[src/ttrb_regs.svh]
// Purpose: Offsets, field positions and reset values of the transceiver test register bank.
// Assumes: Byte-wide registers addressed by the serial control interface.
// Notes: Definitions only.
`ifndef TTRB_REGS_SVH
`define TTRB_REGS_SVH

// ----------------------------------------------------------------------------
// Register offsets
// ----------------------------------------------------------------------------
`define TTRB_OFS_TEST_SIGNAL_SELECT 8'h35
`define TTRB_OFS_ANALOG_TEST 8'h36
`define TTRB_OFS_REGULATOR_OVERRIDE 8'h37
`define TTRB_OFS_BLOCK_FORCE_ENABLE 8'h38
`define TTRB_OFS_RC_CAL_CONTROL 8'h39
`define TTRB_OFS_OSC_BIAS_TEST 8'h3A
`define TTRB_NUM_REGS 6
`define TTRB_IDX_W 3

// ----------------------------------------------------------------------------
// Reset values (every test bit clears at power-up)
// ----------------------------------------------------------------------------
`define TTRB_RST_BYTE 8'h00
`define TTRB_RD_UNMAPPED 8'h00

// ----------------------------------------------------------------------------
// Field positions
// ----------------------------------------------------------------------------
// Test signal select.
`define TTRB_B_MULTITONE 7
`define TTRB_F_DIG_PROBE 6:4
`define TTRB_F_RX_DEBUG 3:0
// Analog test and PLL configuration.
`define TTRB_B_IF_LOW_SUPPLY 7
`define TTRB_F_ANA_PROBE 6:4
`define TTRB_B_DIG_REG_DIS 3
`define TTRB_F_PLL_CONFIG 2:1
`define TTRB_B_OSC_CORE_TEST 0
// Regulator and status override.
`define TTRB_B_VCO_REG_FORCE 7
`define TTRB_B_PLL_REG_FORCE 6
`define TTRB_B_AMP_REG_FORCE 5
`define TTRB_B_VCO_RDY_OVR 4
`define TTRB_B_PLL_RDY_OVR 3
`define TTRB_B_AMP_RDY_OVR 2
`define TTRB_B_LOCK_OVR 1
`define TTRB_B_XTAL_RDY_OVR 0
// Block force enable: bits 7..1 are the seven blocks, bit 0 the step bypass.
`define TTRB_F_BLOCKS 7:1
`define TTRB_B_AMP_STEP_BYPASS 0
// RC calibration control.
`define TTRB_B_CAL_TRIGGER 7
`define TTRB_B_CAL_SUPPRESS 6
`define TTRB_F_CAL_ADJUST 5:4
`define TTRB_F_CAL_MANUAL 3:0
// Oscillator bias test.
`define TTRB_F_XO_OFFSET_LEVEL 7:5
`define TTRB_B_XO_SINK 4
`define TTRB_B_XO_OFFSET_EN 3
`define TTRB_B_CRYSTAL_STARTUP_KICK_DISABLE 2
`define TTRB_B_CRYSTAL_DETECTOR_DISABLE 1
`define TTRB_B_CRYSTAL_BIAS_DISABLE 0

`endif

[src/ttrb_pkg.sv]
// Purpose: Types shared by the test register bank modules.
// Assumes: Constants come from ttrb_regs.svh.
// Notes: Types only.
package ttrb_pkg;
	typedef logic [7:0] ttrb_byte_t;
	typedef logic [2:0] ttrb_idx_t;
	typedef logic [3:0] ttrb_cal_val_t;
	typedef enum logic [0:0] {TTRB_CAL_IDLE, TTRB_CAL_RUN} ttrb_cal_state_t;
endpackage : ttrb_pkg

[src/ttrb_cal_if.sv]
// Purpose: Bundle between the register bank and its RC calibration control.
// Assumes: One clock domain.
// Notes: The bank drives the settings, the control returns result and busy.
`timescale 1ns/1ps
interface ttrb_cal_if;
	import ttrb_pkg::*;
	logic trigger;
	logic suppress;
	ttrb_cal_val_t manual;
	ttrb_cal_val_t result;
	logic busy;
	modport bank (output trigger, output suppress, output manual, input result, input busy);
	modport cal (input trigger, input suppress, input manual, output result, output busy);
endinterface : ttrb_cal_if

[src/ttrb_rc_cal_ctrl.sv]
// Purpose: Start, suppress and result handling of the channel-filter RC calibration.
// Assumes: The calibration engine answers a start pulse with a done pulse.
// Notes: The result field holds the engine value or the manual value.
`timescale 1ns/1ps
`include "ttrb_regs.svh"
module ttrb_rc_cal_ctrl
	import ttrb_pkg::*;
(
	input wire logic clk,
	input wire logic rst_b,
	ttrb_cal_if.cal cif,
	output logic cal_start,
	input wire logic cal_done,
	input wire ttrb_cal_val_t cal_auto_value
);
	logic trig_prev_q;
	logic start_q;
	ttrb_cal_state_t state_q;
	ttrb_cal_val_t result_q;

	// ------------------------------------------------------------------------
	// Start request
	// ------------------------------------------------------------------------
	// A rising trigger bit issues one start; a level would restart forever.
	always_ff @(posedge clk) begin
		if (!rst_b) begin
			trig_prev_q <= 1'b0;
			start_q <= 1'b0;
		end else begin
			trig_prev_q <= cif.trigger;
			start_q <= cif.trigger && !trig_prev_q && !cif.suppress && (state_q == TTRB_CAL_IDLE);
		end
	end
	assign cal_start = start_q;

	// Busy tracking, so that a second trigger during a run is ignored and does not restart the engine.
	always_ff @(posedge clk) begin
		if (!rst_b) begin
			state_q <= TTRB_CAL_IDLE;
		end else begin
			case (state_q)
				TTRB_CAL_IDLE: if (start_q) state_q <= TTRB_CAL_RUN;
				TTRB_CAL_RUN: if (cal_done) state_q <= TTRB_CAL_IDLE;
				default: state_q <= TTRB_CAL_IDLE;
			endcase
		end
	end
	assign cif.busy = (state_q == TTRB_CAL_RUN);

	// ------------------------------------------------------------------------
	// Result field
	// ------------------------------------------------------------------------
	// With suppression the manual value stands in the result field.
	always_ff @(posedge clk) begin
		if (!rst_b) begin
			result_q <= 4'h0;
		end else if (cif.suppress) begin
			result_q <= cif.manual;
		end else if (cal_done && state_q == TTRB_CAL_RUN) begin
			result_q <= cal_auto_value;
		end
	end
	assign cif.result = result_q;

	// Assertions.
	a_cal_start_edge: assert property (@(posedge clk) disable iff (!rst_b)
		cal_start |-> $past(cif.trigger) && !$past(trig_prev_q) && !$past(cif.suppress))
		else $error("calibration start without a trigger edge");
	a_cal_suppress_blocks: assert property (@(posedge clk) disable iff (!rst_b)
		cif.suppress |=> !cal_start)
		else $error("calibration started while suppressed");
	a_manual_result: assert property (@(posedge clk) disable iff (!rst_b)
		cif.suppress |=> cif.result == $past(cif.manual))
		else $error("manual calibration value not used");
	c_cal_run: cover property (@(posedge clk) disable iff (!rst_b) cal_start ##[1:50] cal_done);
endmodule : ttrb_rc_cal_ctrl

[src/ttrb_test_register_bank.sv]
// Purpose: Six byte-wide test registers of the transceiver and the overrides they drive.
// Assumes: The serial interface presents completed writes and read requests as
//   single-cycle strobes on clk; status and normal control inputs are on clk.
// Notes: Unmapped reads return zero; unmapped writes are dropped.
// Function
// Ready and lock overrides force status good.
// Regulator force bits switch VCO, PLL, amplifier.
// Block enable bits 7..1 enable seven blocks.
// Bit 0 bypasses amplifier step decoder.
// Calibration trigger and suppress bits.
// Adjust field shifts calibration reference.
// Manual value feeds calibration result field.
// Offset sink acts only with offset enabled.
// Software keeps crystal test bits off normally.
// Software sets low-supply bit below 2.0 V.
// Bit 3 disables digital regulator.
// Digital probe select feeds pin multiplexers.
// Bit 7 enables filter multi-tone test.
// Bits 7:5 set oscillator offset current.
// Bit 0 disables crystal bias circuit.
// All bits clear at reset.
// Switch mode picks OR or replace.
// Byte registers, read-write, effective after write.
`timescale 1ns/1ps
`include "ttrb_regs.svh"
module ttrb_test_register_bank
	import ttrb_pkg::*;
(
	input wire logic clk,
	input wire logic rst_b,
	// Register port from the serial control interface.
	input wire logic reg_wr_en,
	input wire ttrb_byte_t reg_wr_addr,
	input wire ttrb_byte_t reg_wr_data,
	input wire logic reg_rd_en,
	input wire ttrb_byte_t reg_rd_addr,
	output ttrb_byte_t reg_rd_data,
	// Regulator control.
	input wire logic regulator_switch_mode,
	input wire logic vco_regulator_normal,
	input wire logic pll_regulator_normal,
	input wire logic amp_regulator_normal,
	output logic vco_regulator_on,
	output logic pll_regulator_on,
	output logic amp_regulator_on,
	// Block status, raw and as seen by the start-up sequencers.
	input wire logic vco_regulator_ready_raw,
	input wire logic pll_regulator_ready_raw,
	input wire logic amp_regulator_ready_raw,
	input wire logic pll_lock_raw,
	input wire logic crystal_ready_raw,
	output logic vco_regulator_ready,
	output logic pll_regulator_ready,
	output logic amp_regulator_ready,
	output logic pll_lock,
	output logic crystal_ready,
	// Test signal routing.
	output logic filter_multitone_enable,
	output logic [2:0] digital_probe_select,
	output logic [3:0] receive_debug_select,
	output logic if_buffer_low_supply,
	output logic [2:0] analog_probe_select,
	output logic digital_regulator_disable,
	output logic [1:0] pll_test_config,
	output logic oscillator_core_test_enable,
	// Block force enables.
	output logic vco_block_enable,
	output logic prescaler_enable,
	output logic phase_detector_enable,
	output logic pll_clock_enable,
	output logic amp_block_enable,
	output logic bandgap_enable,
	output logic receiver_enable,
	output logic amp_step_bypass_test,
	// Channel-filter RC calibration.
	output logic rc_cal_start,
	input wire logic rc_cal_done,
	input wire ttrb_cal_val_t rc_cal_auto_value,
	output logic [1:0] rc_cal_reference_adjust,
	output ttrb_cal_val_t rc_cal_result,
	output logic rc_cal_busy,
	// Crystal oscillator test.
	output logic [2:0] crystal_offset_current_level,
	output logic crystal_offset_sink_select,
	output logic crystal_offset_enable,
	output logic crystal_startup_kick_disable,
	output logic crystal_detector_disable,
	output logic crystal_bias_disable
);

	// ------------------------------------------------------------------------
	// Address decode
	// ------------------------------------------------------------------------
	// Maps a byte address to a register index; hit is low outside the bank.
	function automatic logic ttrb_decode(input ttrb_byte_t addr, output ttrb_idx_t idx);
		idx = 3'd0;
		if (addr == `TTRB_OFS_TEST_SIGNAL_SELECT) begin
			idx = 3'd0;
		end else if (addr == `TTRB_OFS_ANALOG_TEST) begin
			idx = 3'd1;
		end else if (addr == `TTRB_OFS_REGULATOR_OVERRIDE) begin
			idx = 3'd2;
		end else if (addr == `TTRB_OFS_BLOCK_FORCE_ENABLE) begin
			idx = 3'd3;
		end else if (addr == `TTRB_OFS_RC_CAL_CONTROL) begin
			idx = 3'd4;
		end else if (addr == `TTRB_OFS_OSC_BIAS_TEST) begin
			idx = 3'd5;
		end else begin
			return 1'b0;
		end
		return 1'b1;
	endfunction : ttrb_decode

	localparam ttrb_idx_t IDX_SIG = 3'd0;
	localparam ttrb_idx_t IDX_ANA = 3'd1;
	localparam ttrb_idx_t IDX_REG = 3'd2;
	localparam ttrb_idx_t IDX_BLK = 3'd3;
	localparam ttrb_idx_t IDX_CAL = 3'd4;
	localparam ttrb_idx_t IDX_XO = 3'd5;

	ttrb_byte_t regs_q [`TTRB_NUM_REGS];
	ttrb_byte_t rd_data_q;
	ttrb_idx_t wr_idx;
	ttrb_idx_t rd_idx;
	logic wr_hit;
	logic rd_hit;

	always_comb begin
		wr_hit = ttrb_decode(reg_wr_addr, wr_idx);
		rd_hit = ttrb_decode(reg_rd_addr, rd_idx);
	end

	// ------------------------------------------------------------------------
	// Register storage
	// ------------------------------------------------------------------------
	// A completed serial write lands on the next edge and acts from then on.
	always_ff @(posedge clk) begin
		if (!rst_b) begin
			for (int i = 0; i < `TTRB_NUM_REGS; i++) begin
				regs_q[i] <= `TTRB_RST_BYTE;
			end
		end else if (reg_wr_en && wr_hit) begin
			regs_q[wr_idx] <= reg_wr_data;
		end
	end

	// Read data is registered; the calibration result shows in place of the
	// manual nibble so software sees the value actually in use.
	always_ff @(posedge clk) begin
		if (!rst_b) begin
			rd_data_q <= `TTRB_RD_UNMAPPED;
		end else if (reg_rd_en) begin
			if (!rd_hit) begin
				rd_data_q <= `TTRB_RD_UNMAPPED;
			end else if (rd_idx == IDX_CAL) begin
				rd_data_q <= {regs_q[IDX_CAL][7:4], rc_cal_result};
			end else begin
				rd_data_q <= regs_q[rd_idx];
			end
		end
	end
	assign reg_rd_data = rd_data_q;

	// ------------------------------------------------------------------------
	// Test signal routing
	// ------------------------------------------------------------------------
	assign filter_multitone_enable = regs_q[IDX_SIG][`TTRB_B_MULTITONE];
	assign digital_probe_select = regs_q[IDX_SIG][`TTRB_F_DIG_PROBE];
	assign receive_debug_select = regs_q[IDX_SIG][`TTRB_F_RX_DEBUG];
	// The low-supply bit is only steered; choosing it is up to software.
	assign if_buffer_low_supply = regs_q[IDX_ANA][`TTRB_B_IF_LOW_SUPPLY];
	assign analog_probe_select = regs_q[IDX_ANA][`TTRB_F_ANA_PROBE];
	assign digital_regulator_disable = regs_q[IDX_ANA][`TTRB_B_DIG_REG_DIS];
	assign pll_test_config = regs_q[IDX_ANA][`TTRB_F_PLL_CONFIG];
	assign oscillator_core_test_enable = regs_q[IDX_ANA][`TTRB_B_OSC_CORE_TEST];

	// ------------------------------------------------------------------------
	// Regulators and status overrides
	// ------------------------------------------------------------------------
	// OR mode can only add turn-on; replace mode also allows forcing off.
	function automatic logic ttrb_reg_ctrl(input logic mode, input logic normal, input logic force_on);
		return mode ? force_on : (normal | force_on);
	endfunction : ttrb_reg_ctrl

	assign vco_regulator_on = ttrb_reg_ctrl(regulator_switch_mode, vco_regulator_normal,
		regs_q[IDX_REG][`TTRB_B_VCO_REG_FORCE]);
	assign pll_regulator_on = ttrb_reg_ctrl(regulator_switch_mode, pll_regulator_normal,
		regs_q[IDX_REG][`TTRB_B_PLL_REG_FORCE]);
	assign amp_regulator_on = ttrb_reg_ctrl(regulator_switch_mode, amp_regulator_normal,
		regs_q[IDX_REG][`TTRB_B_AMP_REG_FORCE]);

	// An override masks a failing block so sequencers keep going.
	assign vco_regulator_ready = vco_regulator_ready_raw | regs_q[IDX_REG][`TTRB_B_VCO_RDY_OVR];
	assign pll_regulator_ready = pll_regulator_ready_raw | regs_q[IDX_REG][`TTRB_B_PLL_RDY_OVR];
	assign amp_regulator_ready = amp_regulator_ready_raw | regs_q[IDX_REG][`TTRB_B_AMP_RDY_OVR];
	assign pll_lock = pll_lock_raw | regs_q[IDX_REG][`TTRB_B_LOCK_OVR];
	assign crystal_ready = crystal_ready_raw | regs_q[IDX_REG][`TTRB_B_XTAL_RDY_OVR];

	// ------------------------------------------------------------------------
	// Block force enables
	// ------------------------------------------------------------------------
	// Receive needs the bandgap as well; software sets both.
	assign {vco_block_enable, prescaler_enable, phase_detector_enable, pll_clock_enable,
		amp_block_enable, bandgap_enable, receiver_enable} = regs_q[IDX_BLK][`TTRB_F_BLOCKS];
	assign amp_step_bypass_test = regs_q[IDX_BLK][`TTRB_B_AMP_STEP_BYPASS];

	// ------------------------------------------------------------------------
	// RC calibration
	// ------------------------------------------------------------------------
	// Adjust code 00/01/10/11 shifts the reference by 0, +12.5, -6.2, -4.1 percent.
	assign rc_cal_reference_adjust = regs_q[IDX_CAL][`TTRB_F_CAL_ADJUST];

	ttrb_cal_if cal_bus ();
	assign cal_bus.trigger = regs_q[IDX_CAL][`TTRB_B_CAL_TRIGGER];
	assign cal_bus.suppress = regs_q[IDX_CAL][`TTRB_B_CAL_SUPPRESS];
	assign cal_bus.manual = regs_q[IDX_CAL][`TTRB_F_CAL_MANUAL];
	assign rc_cal_result = cal_bus.result;
	assign rc_cal_busy = cal_bus.busy;

	ttrb_rc_cal_ctrl u_rc_cal (
		.clk(clk),
		.rst_b(rst_b),
		.cif(cal_bus),
		.cal_start(rc_cal_start),
		.cal_done(rc_cal_done),
		.cal_auto_value(rc_cal_auto_value)
	);

	// ------------------------------------------------------------------------
	// Crystal oscillator test
	// ------------------------------------------------------------------------
	// These bits must stay clear in normal operation; nothing here enforces it.
	assign crystal_offset_current_level = regs_q[IDX_XO][`TTRB_F_XO_OFFSET_LEVEL];
	assign crystal_offset_enable = regs_q[IDX_XO][`TTRB_B_XO_OFFSET_EN];
	// Sink direction is meaningless without the offset, so it is gated off.
	assign crystal_offset_sink_select = regs_q[IDX_XO][`TTRB_B_XO_SINK] & regs_q[IDX_XO][`TTRB_B_XO_OFFSET_EN];
	assign crystal_startup_kick_disable = regs_q[IDX_XO][`TTRB_B_CRYSTAL_STARTUP_KICK_DISABLE];
	assign crystal_detector_disable = regs_q[IDX_XO][`TTRB_B_CRYSTAL_DETECTOR_DISABLE];
	assign crystal_bias_disable = regs_q[IDX_XO][`TTRB_B_CRYSTAL_BIAS_DISABLE];

	// ------------------------------------------------------------------------
	// Assertions
	// ------------------------------------------------------------------------
	// Checks look one edge after a strobe, because writes and reads both land on that edge.
	a_write_takes_effect: assert property (@(posedge clk) disable iff (!rst_b)
		reg_wr_en && reg_wr_addr == `TTRB_OFS_OSC_BIAS_TEST |=>
		crystal_bias_disable == $past(reg_wr_data[0]) &&
		crystal_offset_current_level == $past(reg_wr_data[7:5]))
		else $error("oscillator test write not in effect next cycle");

	// A write in the same cycle may change the register, so the old contents are expected.
	a_read_returns_reg: assert property (@(posedge clk) disable iff (!rst_b)
		reg_rd_en && reg_rd_addr == `TTRB_OFS_BLOCK_FORCE_ENABLE |=>
		reg_rd_data == $past(regs_q[IDX_BLK]))
		else $error("block enable readback mismatch");

	a_unmapped_read_zero: assert property (@(posedge clk) disable iff (!rst_b)
		reg_rd_en && (reg_rd_addr < `TTRB_OFS_TEST_SIGNAL_SELECT || reg_rd_addr > `TTRB_OFS_OSC_BIAS_TEST)
		|=> reg_rd_data == 8'h00)
		else $error("unmapped read not zero");

	a_reset_clears: assert property (@(posedge clk)
		!rst_b |=> !filter_multitone_enable && !vco_block_enable && !crystal_bias_disable &&
		digital_probe_select == 3'h0 && !digital_regulator_disable)
		else $error("test bits not cleared by reset");

	a_lock_override: assert property (@(posedge clk) disable iff (!rst_b)
		reg_wr_en && reg_wr_addr == `TTRB_OFS_REGULATOR_OVERRIDE && reg_wr_data[1] |=> pll_lock)
		else $error("lock override not forcing lock good");

	a_regulator_replace: assert property (@(posedge clk) disable iff (!rst_b)
		regulator_switch_mode && !regs_q[IDX_REG][7] |-> !vco_regulator_on)
		else $error("replace mode failed to force regulator off");

	a_regulator_or: assert property (@(posedge clk) disable iff (!rst_b)
		!regulator_switch_mode && pll_regulator_normal |-> pll_regulator_on)
		else $error("OR mode dropped normal regulator control");

	a_offset_sink_gate: assert property (@(posedge clk) disable iff (!rst_b)
		crystal_offset_sink_select |-> crystal_offset_enable)
		else $error("offset sink active without offset enable");

	a_offset_sink_follow: assert property (@(posedge clk) disable iff (!rst_b)
		crystal_offset_enable |-> crystal_offset_sink_select == regs_q[IDX_XO][`TTRB_B_XO_SINK])
		else $error("offset sink direction not following its bit");

	a_step_bypass: assert property (@(posedge clk) disable iff (!rst_b)
		reg_wr_en && reg_wr_addr == `TTRB_OFS_BLOCK_FORCE_ENABLE |=>
		amp_step_bypass_test == $past(reg_wr_data[0]))
		else $error("step bypass bit not applied");

	a_digital_probe: assert property (@(posedge clk) disable iff (!rst_b)
		reg_wr_en && reg_wr_addr == `TTRB_OFS_TEST_SIGNAL_SELECT |=>
		digital_probe_select == $past(reg_wr_data[6:4]) && filter_multitone_enable == $past(reg_wr_data[7]))
		else $error("test signal select not applied");

	// Covers for the main scenarios: an override in use, replace mode, a manual readback.
	c_override_used: cover property (@(posedge clk) disable iff (!rst_b) !crystal_ready_raw && crystal_ready);
	c_replace_mode: cover property (@(posedge clk) disable iff (!rst_b)
		regulator_switch_mode && amp_regulator_normal && !amp_regulator_on);
	c_manual_read: cover property (@(posedge clk) disable iff (!rst_b)
		reg_rd_en && reg_rd_addr == `TTRB_OFS_RC_CAL_CONTROL && cal_bus.suppress);
endmodule : ttrb_test_register_bank

[config.mk]
export PLATFORM = sky130hd
export DESIGN_NAME = ttrb_test_register_bank
export DESIGN_NICKNAME = d
export VERILOG_FILES = /design/src/ttrb_pkg.sv /design/src/ttrb_cal_if.sv /design/src/ttrb_rc_cal_ctrl.sv /design/src/ttrb_test_register_bank.sv
export VERILOG_INCLUDE_DIRS = /design/src
export SDC_FILE = /design/constraint.sdc
export NUM_CORES = 1
export LEC_CHECK = 0
export BUFFER_PORTS_ARGS = -buffer_cell sky130_fd_sc_hd__buf_2
export CAP_MARGIN = 25
export CORE_UTILIZATION = 50
export CTS_CLUSTER_DIAMETER = 40
export DETAILED_ROUTE_END_ITERATION = 16
export PLACE_DENSITY_LB_ADDON = 0.1
export SETUP_SLACK_MARGIN = 0.5
export SYNTH_ARGS = -nofsm -noshare
export SYNTH_HDL_FRONTEND = slang
export SYNTH_SLANG_ARGS = --single-unit
[constraint.sdc]
create_clock -name clk -period 1.76 [get_ports clk]
set_input_delay 0.088 -clock clk [delete_from_list [all_inputs] [get_ports clk]]
set_output_delay 0.088 -clock clk [all_outputs]
set_load 0.03 [all_outputs]
==> impl_metrics.yaml, run 1 <==
worst_setup_path:
  worstSetupEndpointType: "flop"
  crit_chain: "mux2_4 -> o22ai_4 -> a221oi_1 -> a22o_1"
  cp-start-kind: "flop"
  r2r_cells: 4
  cp_max_fo: 2
  r2r_slack_ns: 0.50
  r2r-end: "reg_rd_data[7]$_SDFFE_PN0P_"
  path_class: "flop to flop"
  worstReg2RegStart: "regs_q[3][7]$_SDFFCE_PN0P_"
  slowest_delay_ns: 0.40
  crit_required_ns: 1.99
  critPathSlowestCell: "edfxtp_1"
  arrival_ns: 1.49
sta:
  fmax_mhz: 793
  maxSlewViolCount: 0
  finClkSkew_ns: 0.00903
  hold_viol_final: 0
  tns_ns: 0
  slew_headroom: 0.605
  fin_crit_ns: 1.26
  period_share: 0.716
  rsz0062_at_grt: "true"
  setup_violations: 0
  tightest_slew_ns: 0.592
final_layout:
  nNetsFinal: 430
  n_fill_cell: 468
  diodes: 0
  final_cell_mix: "buf_2, and2_1, edfxtp_1, buf_4, dfxtp_1"
  postLayoutCoreUtil: 0.706
  syn2layout_area_growth_pct: 35.2
  layout_commonest_cell: "buf_2"
  layout-drive-gt1-share: 0.443
yosys:
  synth_edf_count: 48
  ys_async_sr_fraction: 0
  synth_area_leader_cell: "edfxtp_1"
  syn_nets: 314
  synthCells: 272
  synth-main-ff-cell: "edfxtp_1"
  synth_top_cells_by_area: "edfxtp_1, and2_1, dfxtp_1"
  syn_area_mm2: 0.00313
  synth_top_area_frac: 0.461
  postSynthRegisterBits: 63
  ys_types: 41
  synth.avg_cell_area_um2: 11.5
  synth_seq_area_share: 0.557
  yosys_warnings: 0
routing:
  drtIter0Drc: 124
  viasPerCell: 5.58
  ant_nets: 0
  num_vias: 2613
  drc_errors: 0
  firstDrtPassIters: 4
  wl_um: 8090
  drt-wirelength-per-cell_um: 17.3
power:
  swShare: 0.277
  power.share.clock: 0.314
  power.internal_mw: 2.36
  p_per_area_mw_per_mm2: 772
  pwr-share-seq: 0.524
  power_mw: 3.26
  p_switching_mw: 0.905
  power_frac_comb: 0.162
  ir_drop_mv: 0.553
  p_leak_nw: 1.84
floorplanning:
  die_x_um: 81.1
  start_util: 0.522
  rows: 28
  core_area_mm2: 0.00599
  num_io_pins: 98
  die_h_um: 81.1
  die_area_mm2: 0.00657
clock_tree:
  clock_path_buffers: 2
  clk_pin_slew_ns: 0.07
  cts_tree: "built"
  ctsHoldBuffers: 0
  cts_buffers: 9
  htree_levels: 3
  clock_latency_ns: 0.33
  cts_root_buf: "clkbuf_8"
  numClockSinks: 63
global_route:
  overflow: 0
  first_global_vias: 2393
  grt_pass1_wl_um: 12100
  antenna_found_initial: 0
  grt_max_degree: 26
  grt_usage: 0.259
placement:
  hpwl_um: 5900
  gp_congestion: 0.886
  port_buffers: 97
hold_path:
  min_path_cells: 3
  min_from: "rc_cal_done"
  hold_end: "u_rc_cal.cif.busy$_SDFF_PN0_"
  min_path_type: "primary input to flop"
outcome:
  status: "finished clean"
run:
  maxCapViolCount: 0
==> what timing repair did <==
item / CTS / global route
resized for setup: 27 / 14
buffers inserted: 2 / 5
gates cloned: 0 / 0
pin swaps: 1 / 14
setup endpoints to repair: 19 / 44
==> layer usage <==
metal / global-route usage / share of wire / vias up
met5: 0 / 0 / -
met4: 0.130 / 0.022 / 0
met3: 0.0674 / 0.062 / 15
met2: 0.400 / 0.49 / 115
met1: 0.337 / 0.42 / 1249
li1: - / - / 1234
==> worst max path at each step <==
stage	startpoint	depth (start not counted)	end	slack (ns)
floorplan	reg_wr_addr[6]	4	regs_q[1][0]$_SDFFCE_PN0P_	0.28
global placement	reg_wr_addr[6]	6	regs_q[5][0]$_DFFE_PP_	0.13
detailed placement	reg_wr_addr[6]	6	regs_q[5][3]$_DFFE_PP_	0.02
CTS	reg_wr_addr[6]	5	regs_q[1][0]$_SDFFCE_PN0P_	0.45
global route	regs_q[4][7]$_SDFFCE_PN0P_	4	reg_rd_data[7]$_SDFFE_PN0P_	0.45
finish	regs_q[3][7]$_SDFFCE_PN0P_	4	reg_rd_data[7]$_SDFFE_PN0P_	0.50
==> synthesized netlist by cell type, types with 2 or more instances <==
library cell	instances
a21oi_1	3
edfxtp_1	48
nor2_1	6
a22o_1	8
nand4_1	2
inv_1	12
nand2_1	9
nor2b_1	9
clkbuf_1	6
or2_2	5
mux2i_1	6
buf_4	3
buf_2	4
nand3b_1	2
and4bb_2	2
o21ai_0	12
o211a_1	4
mux2_2	7
a211oi_1	7
dfxtp_1	15
a21o_1	5
and2_1	51
buf_1	2
a221oi_1	7
nor4_2	2
o22ai_1	7
and3_1	7
nand2b_1	7
nand3_1	2
==> metrics by stage <==
step	worst slack (ns)	cell area, um2	std cells	hold slack (ns)
floorplan	0.285	3210	272	0.224
global placement	0.127	3830	445	0.381
detailed placement	0.0152	3830	445	0.390
CTS	0.450	4130	463	0.0608
global route	0.447	4230	468	0.0665
finish	0.500	4230	468	0.0758
==> state kept, by name, summed over array words and instances, names as in the netlist <==
| name | cells |
|---|---|
| u_rc_cal.cif.busy | 1 |
| reg_rd_data | 8 |
| u_rc_cal.cal_start | 1 |
| u_rc_cal.cif.result | 4 |
| regs_q | 48 |
| u_rc_cal.trig_prev_q | 1 |
==> kinds of logic after synthesis <==
| family | synth area share |
|---|---|
| and+or+nand+nor | 0.223 |
| DFF | 0.557 |
| AOI/OAI and AO/OA | 0.137 |
| buffers and inverters | 0.0376 |
| muxes | 0.0444 |
==> power groups by stage <==
stage | clock network (mW) | registers (mW) | logic, mW
5_1_grt | 1.12 | 1.72 | 0.561
3_5_place_dp | 0 | 1.74 | 0.473
2_1_floorplan | 0 | 1.82 | 0.207
6_report | 1.03 | 1.71 | 0.528
4_1_cts | 1.06 | 1.71 | 0.508
3_3_place_gp | 0 | 1.74 | 0.464
==> cell type report <==
type | count | area [um2] | share of cell area
flip-flops and latches | 63 | 1740 | 0.412
multi-input cells | 182 | 1480 | 0.350
inverters | 12 | 45.0 | 0.0107
repair buffers | 120 | 709 | 0.168
clock buffers | 11 | 131 | 0.0311
well taps | 75 | 93.8 | 0.0222
clock inverters | 5 | 25.0 | 0.00592
==> worst max-delay path, delay by kind of cell (launching register included) <==
family             cells  cell delay [ns]
muxes                  1             0.30
DFF                    1             0.40
AOI/OAI and AO/OA      3             0.47
Note: power is estimated with default switching activity, not from simulation.
==> run 2, diff against run 1 <==
Settings changed: ABC_AREA set to 1, CORE_UTILIZATION 50 to 47.
Clock period 1.76 ns to 1.1 ns, I/O delays scaled along.
==> impl_metrics.yaml, run 2 <==
sta:
  setup_ws_ns: -0.174
  rsz0062_at_grt: "true"
  tns_ns: -12.08
  finClkSkew_ns: 0.00950
  setup_violations: 98
  fmax_mhz: 785
  maxSlewViolCount: 0
  finalHoldWorstSlack_ns: -0.0270
  fin_crit_ns: 1.27
  period_share: 1.16
  hold_viol_final: 1
power:
  ir_drop_mv: 0.593
  power.internal_mw: 4.31
  p_switching_mw: 1.82
  power.share.clock: 0.344
  pwr-share-seq: 0.466
  swShare: 0.297
  p_leak_nw: 2.71
  power_frac_comb: 0.189
  p_per_area_mw_per_mm2: 1030
  power_mw: 6.13
clock_tree:
  clock_path_buffers: 2
  cts_root_buf: "clkbuf_8"
  htree_levels: 3
  cts_buffers: 9
  ctsHoldBuffers: 3
  numClockSinks: 65
  clk_pin_slew_ns: 0.07
  cts_tree: "built"
  clock_latency_ns: 0.35
routing:
  drtIter0Drc: 233
  drt-wirelength-per-cell_um: 17.1
  firstDrtPassIters: 5
  num_vias: 3629
  viasPerCell: 5.30
  wl_um: 11700
  ant_nets: 0
  drc_errors: 0
floorplanning:
  core_area_mm2: 0.00721
  die_area_mm2: 0.00779
  num_io_pins: 98
  die_h_um: 88.3
  die_x_um: 88.3
  rows: 31
  start_util: 0.485
final_layout:
  layout_commonest_cell: "buf_6"
  diodes: 0
  register_area_mm2: 0.00182
  fin_cells: 685
  layout-drive-gt1-share: 0.606
  multi_input_area_mm2: 0.00192
  largest_register_ffs: 50
  nNetsFinal: 623
  largest-register: "regs_q"
  final_cell_mix: "buf_6, nand2_1, inv_1, edfxtp_1, buf_2"
  n_fill_cell: 402
  syn2layout_area_growth_pct: 70.7
hold_path:
  min_path_type: "primary input to flop"
global_route:
  grt_pass1_wl_um: 16100
  antenna_found_initial: 0
  overflow: 0
  first_global_vias: 3311
  grt_usage: 0.283
  grt_max_degree: 17
worst_setup_path:
  arrival_ns: 1.30
  crit_required_ns: 1.13
  worstSetupEndpointType: "flop"
  cp-start-kind: "primary input"
  path_class: "primary input to flop"
  cp_max_fo: 8
yosys:
  synth_seq_area_share: 0.515
  synth.most_common_cell: "nand2_1"
  synth_top_area_frac: 0.429
  yosys_warnings: 0
  synth_edf_count: 50
  syn_area_mm2: 0.00350
  synthCells: 422
  synth_top_cells_by_area: "edfxtp_1, nand2_1, dfxtp_1"
  synth_common_cells: "nand2_1, inv_1, edfxtp_1, nand3_1, nor2_1"
  ys_async_sr_fraction: 0
  ys_types: 36
  synth.avg_cell_area_um2: 8.29
  synth-main-ff-cell: "edfxtp_1"
  postSynthRegisterBits: 65
  synth_area_leader_cell: "edfxtp_1"
placement:
  port_buffers: 97
  place_inst: 642
  hpwl_um: 7010
  gp_congestion: 0.857
  dp_slack_ns: -0.543
outcome:
  violations: "negative hold slack, negative setup slack"
  status: "finished, violations left"
run:
  maxCapViolCount: 0
-- run 2: cell count changes after synthesis, moves of 8 or more --
| cell | previous run | this run |
|---|---|---|
| inv_2 | 0 | 9 |
| a21oi_1 | 3 | 15 |
| nor3_2 | 1 | 10 |
| nor2b_1 | 9 | 0 |
| nand2_2 | 0 | 8 |
| nand3_1 | 2 | 46 |
| and2_1 | 51 | 0 |
| a22o_1 | 8 | 0 |
| nand2_1 | 9 | 86 |
| inv_1 | 12 | 80 |
| nor2_1 | 6 | 37 |
-- run 2: worst paths after layout --
| kind | start | end | slack, ns | depth (start not counted) |
|---|---|---|---|---|
| setup / recovery | reg_wr_addr[3] | regs_q[3][7]$_SDFFCE_PN0P_ | -0.17 | 8 |
| hold / removal | rc_cal_auto_value[2] | u_rc_cal.cif.result[2]$_SDFFE_PN0P_ | -0.03 | 3 |
| setup reg to reg | regs_q[4][5]$_SDFFCE_PN0P_ | reg_rd_data[5]$_SDFFE_PN0P_ | -0.04 | 6 |
| hold reg to reg | u_rc_cal.trig_prev_q$_SDFF_PN0_ | u_rc_cal.cal_start$_SDFF_PN0_ | 0.44 | 1 |
-- run 2: layer usage --
layer / share of wire / track usage / up-vias
met2: 0.51 / 0.485 / 197
met5: 0 / 0 / -
met1: 0.38 / 0.358 / 1722
met3: 0.066 / 0.0457 / 38
met4: 0.039 / 0.117 / 0
li1: - / - / 1672
-- run 2: repair_timing --
action / in CTS / in global routing
endpoints found under the hold margin: 4 / 1
resized for setup: 223 / 73
setup buffers: 14 / 8
pin swaps: 33 / 28
setup endpoints to repair: 169 / 169
cloned: 1 / 1
-- run 2: final cells by class --
class / instances / area share
clock buffer: 9 / 0.0208
clock inverter: 7 / 0.0130
inverter: 91 / 0.0612
multi-input combinational: 253 / 0.321
sequential: 65 / 0.306
tap: 99 / 0.0208
timing repair buffer: 161 / 0.257
-- run 2: power by group through the flow --
stage                     clock, mW  sequential, mW  combinational [mW]
after detailed placement          0            2.88               0.826
final                          2.11            2.86                1.16
after global placement            0            2.88               0.818
after global routing           2.21            2.86                1.22
after CTS                      2.11            2.85                1.05
after floorplan                   0            3.01               0.371
-- run 2: critical path, stage by stage --
cell	delay (ns)
buf_6	0.09
or2_4	0.25
nor2_4	0.11
buf_6	0.13
nand2_8	0.05
a21oi_4	0.21
nand2_2	0.13
o21ai_4	0.27
-- run 2: logic make-up (layout without fill, tap and decap cells) --
| group | Yosys count | after routing | share of synthesized area |
|---|---|---|---|
| buffers and inverters | 106 | 268 | 0.124 |
| and+or+nand+nor | 216 | 217 | 0.305 |
| DFF | 65 | 65 | 0.515 |
| AOI/OAI and AO/OA | 33 | 33 | 0.0519 |
| xor gates and xnor gates | 1 | 1 | 0.00250 |
| other | 1 | 2 | 0.00107 |
-- run 2: per-stage QoR --
step           utilization  instance area (um2)
6_report             0.827                 5970
3_5_place_dp         0.625                 4510
2_1_floorplan            -                 3710
5_1_grt              0.827                 5970
3_3_place_gp         0.625                 4510
4_1_cts              0.778                 5610
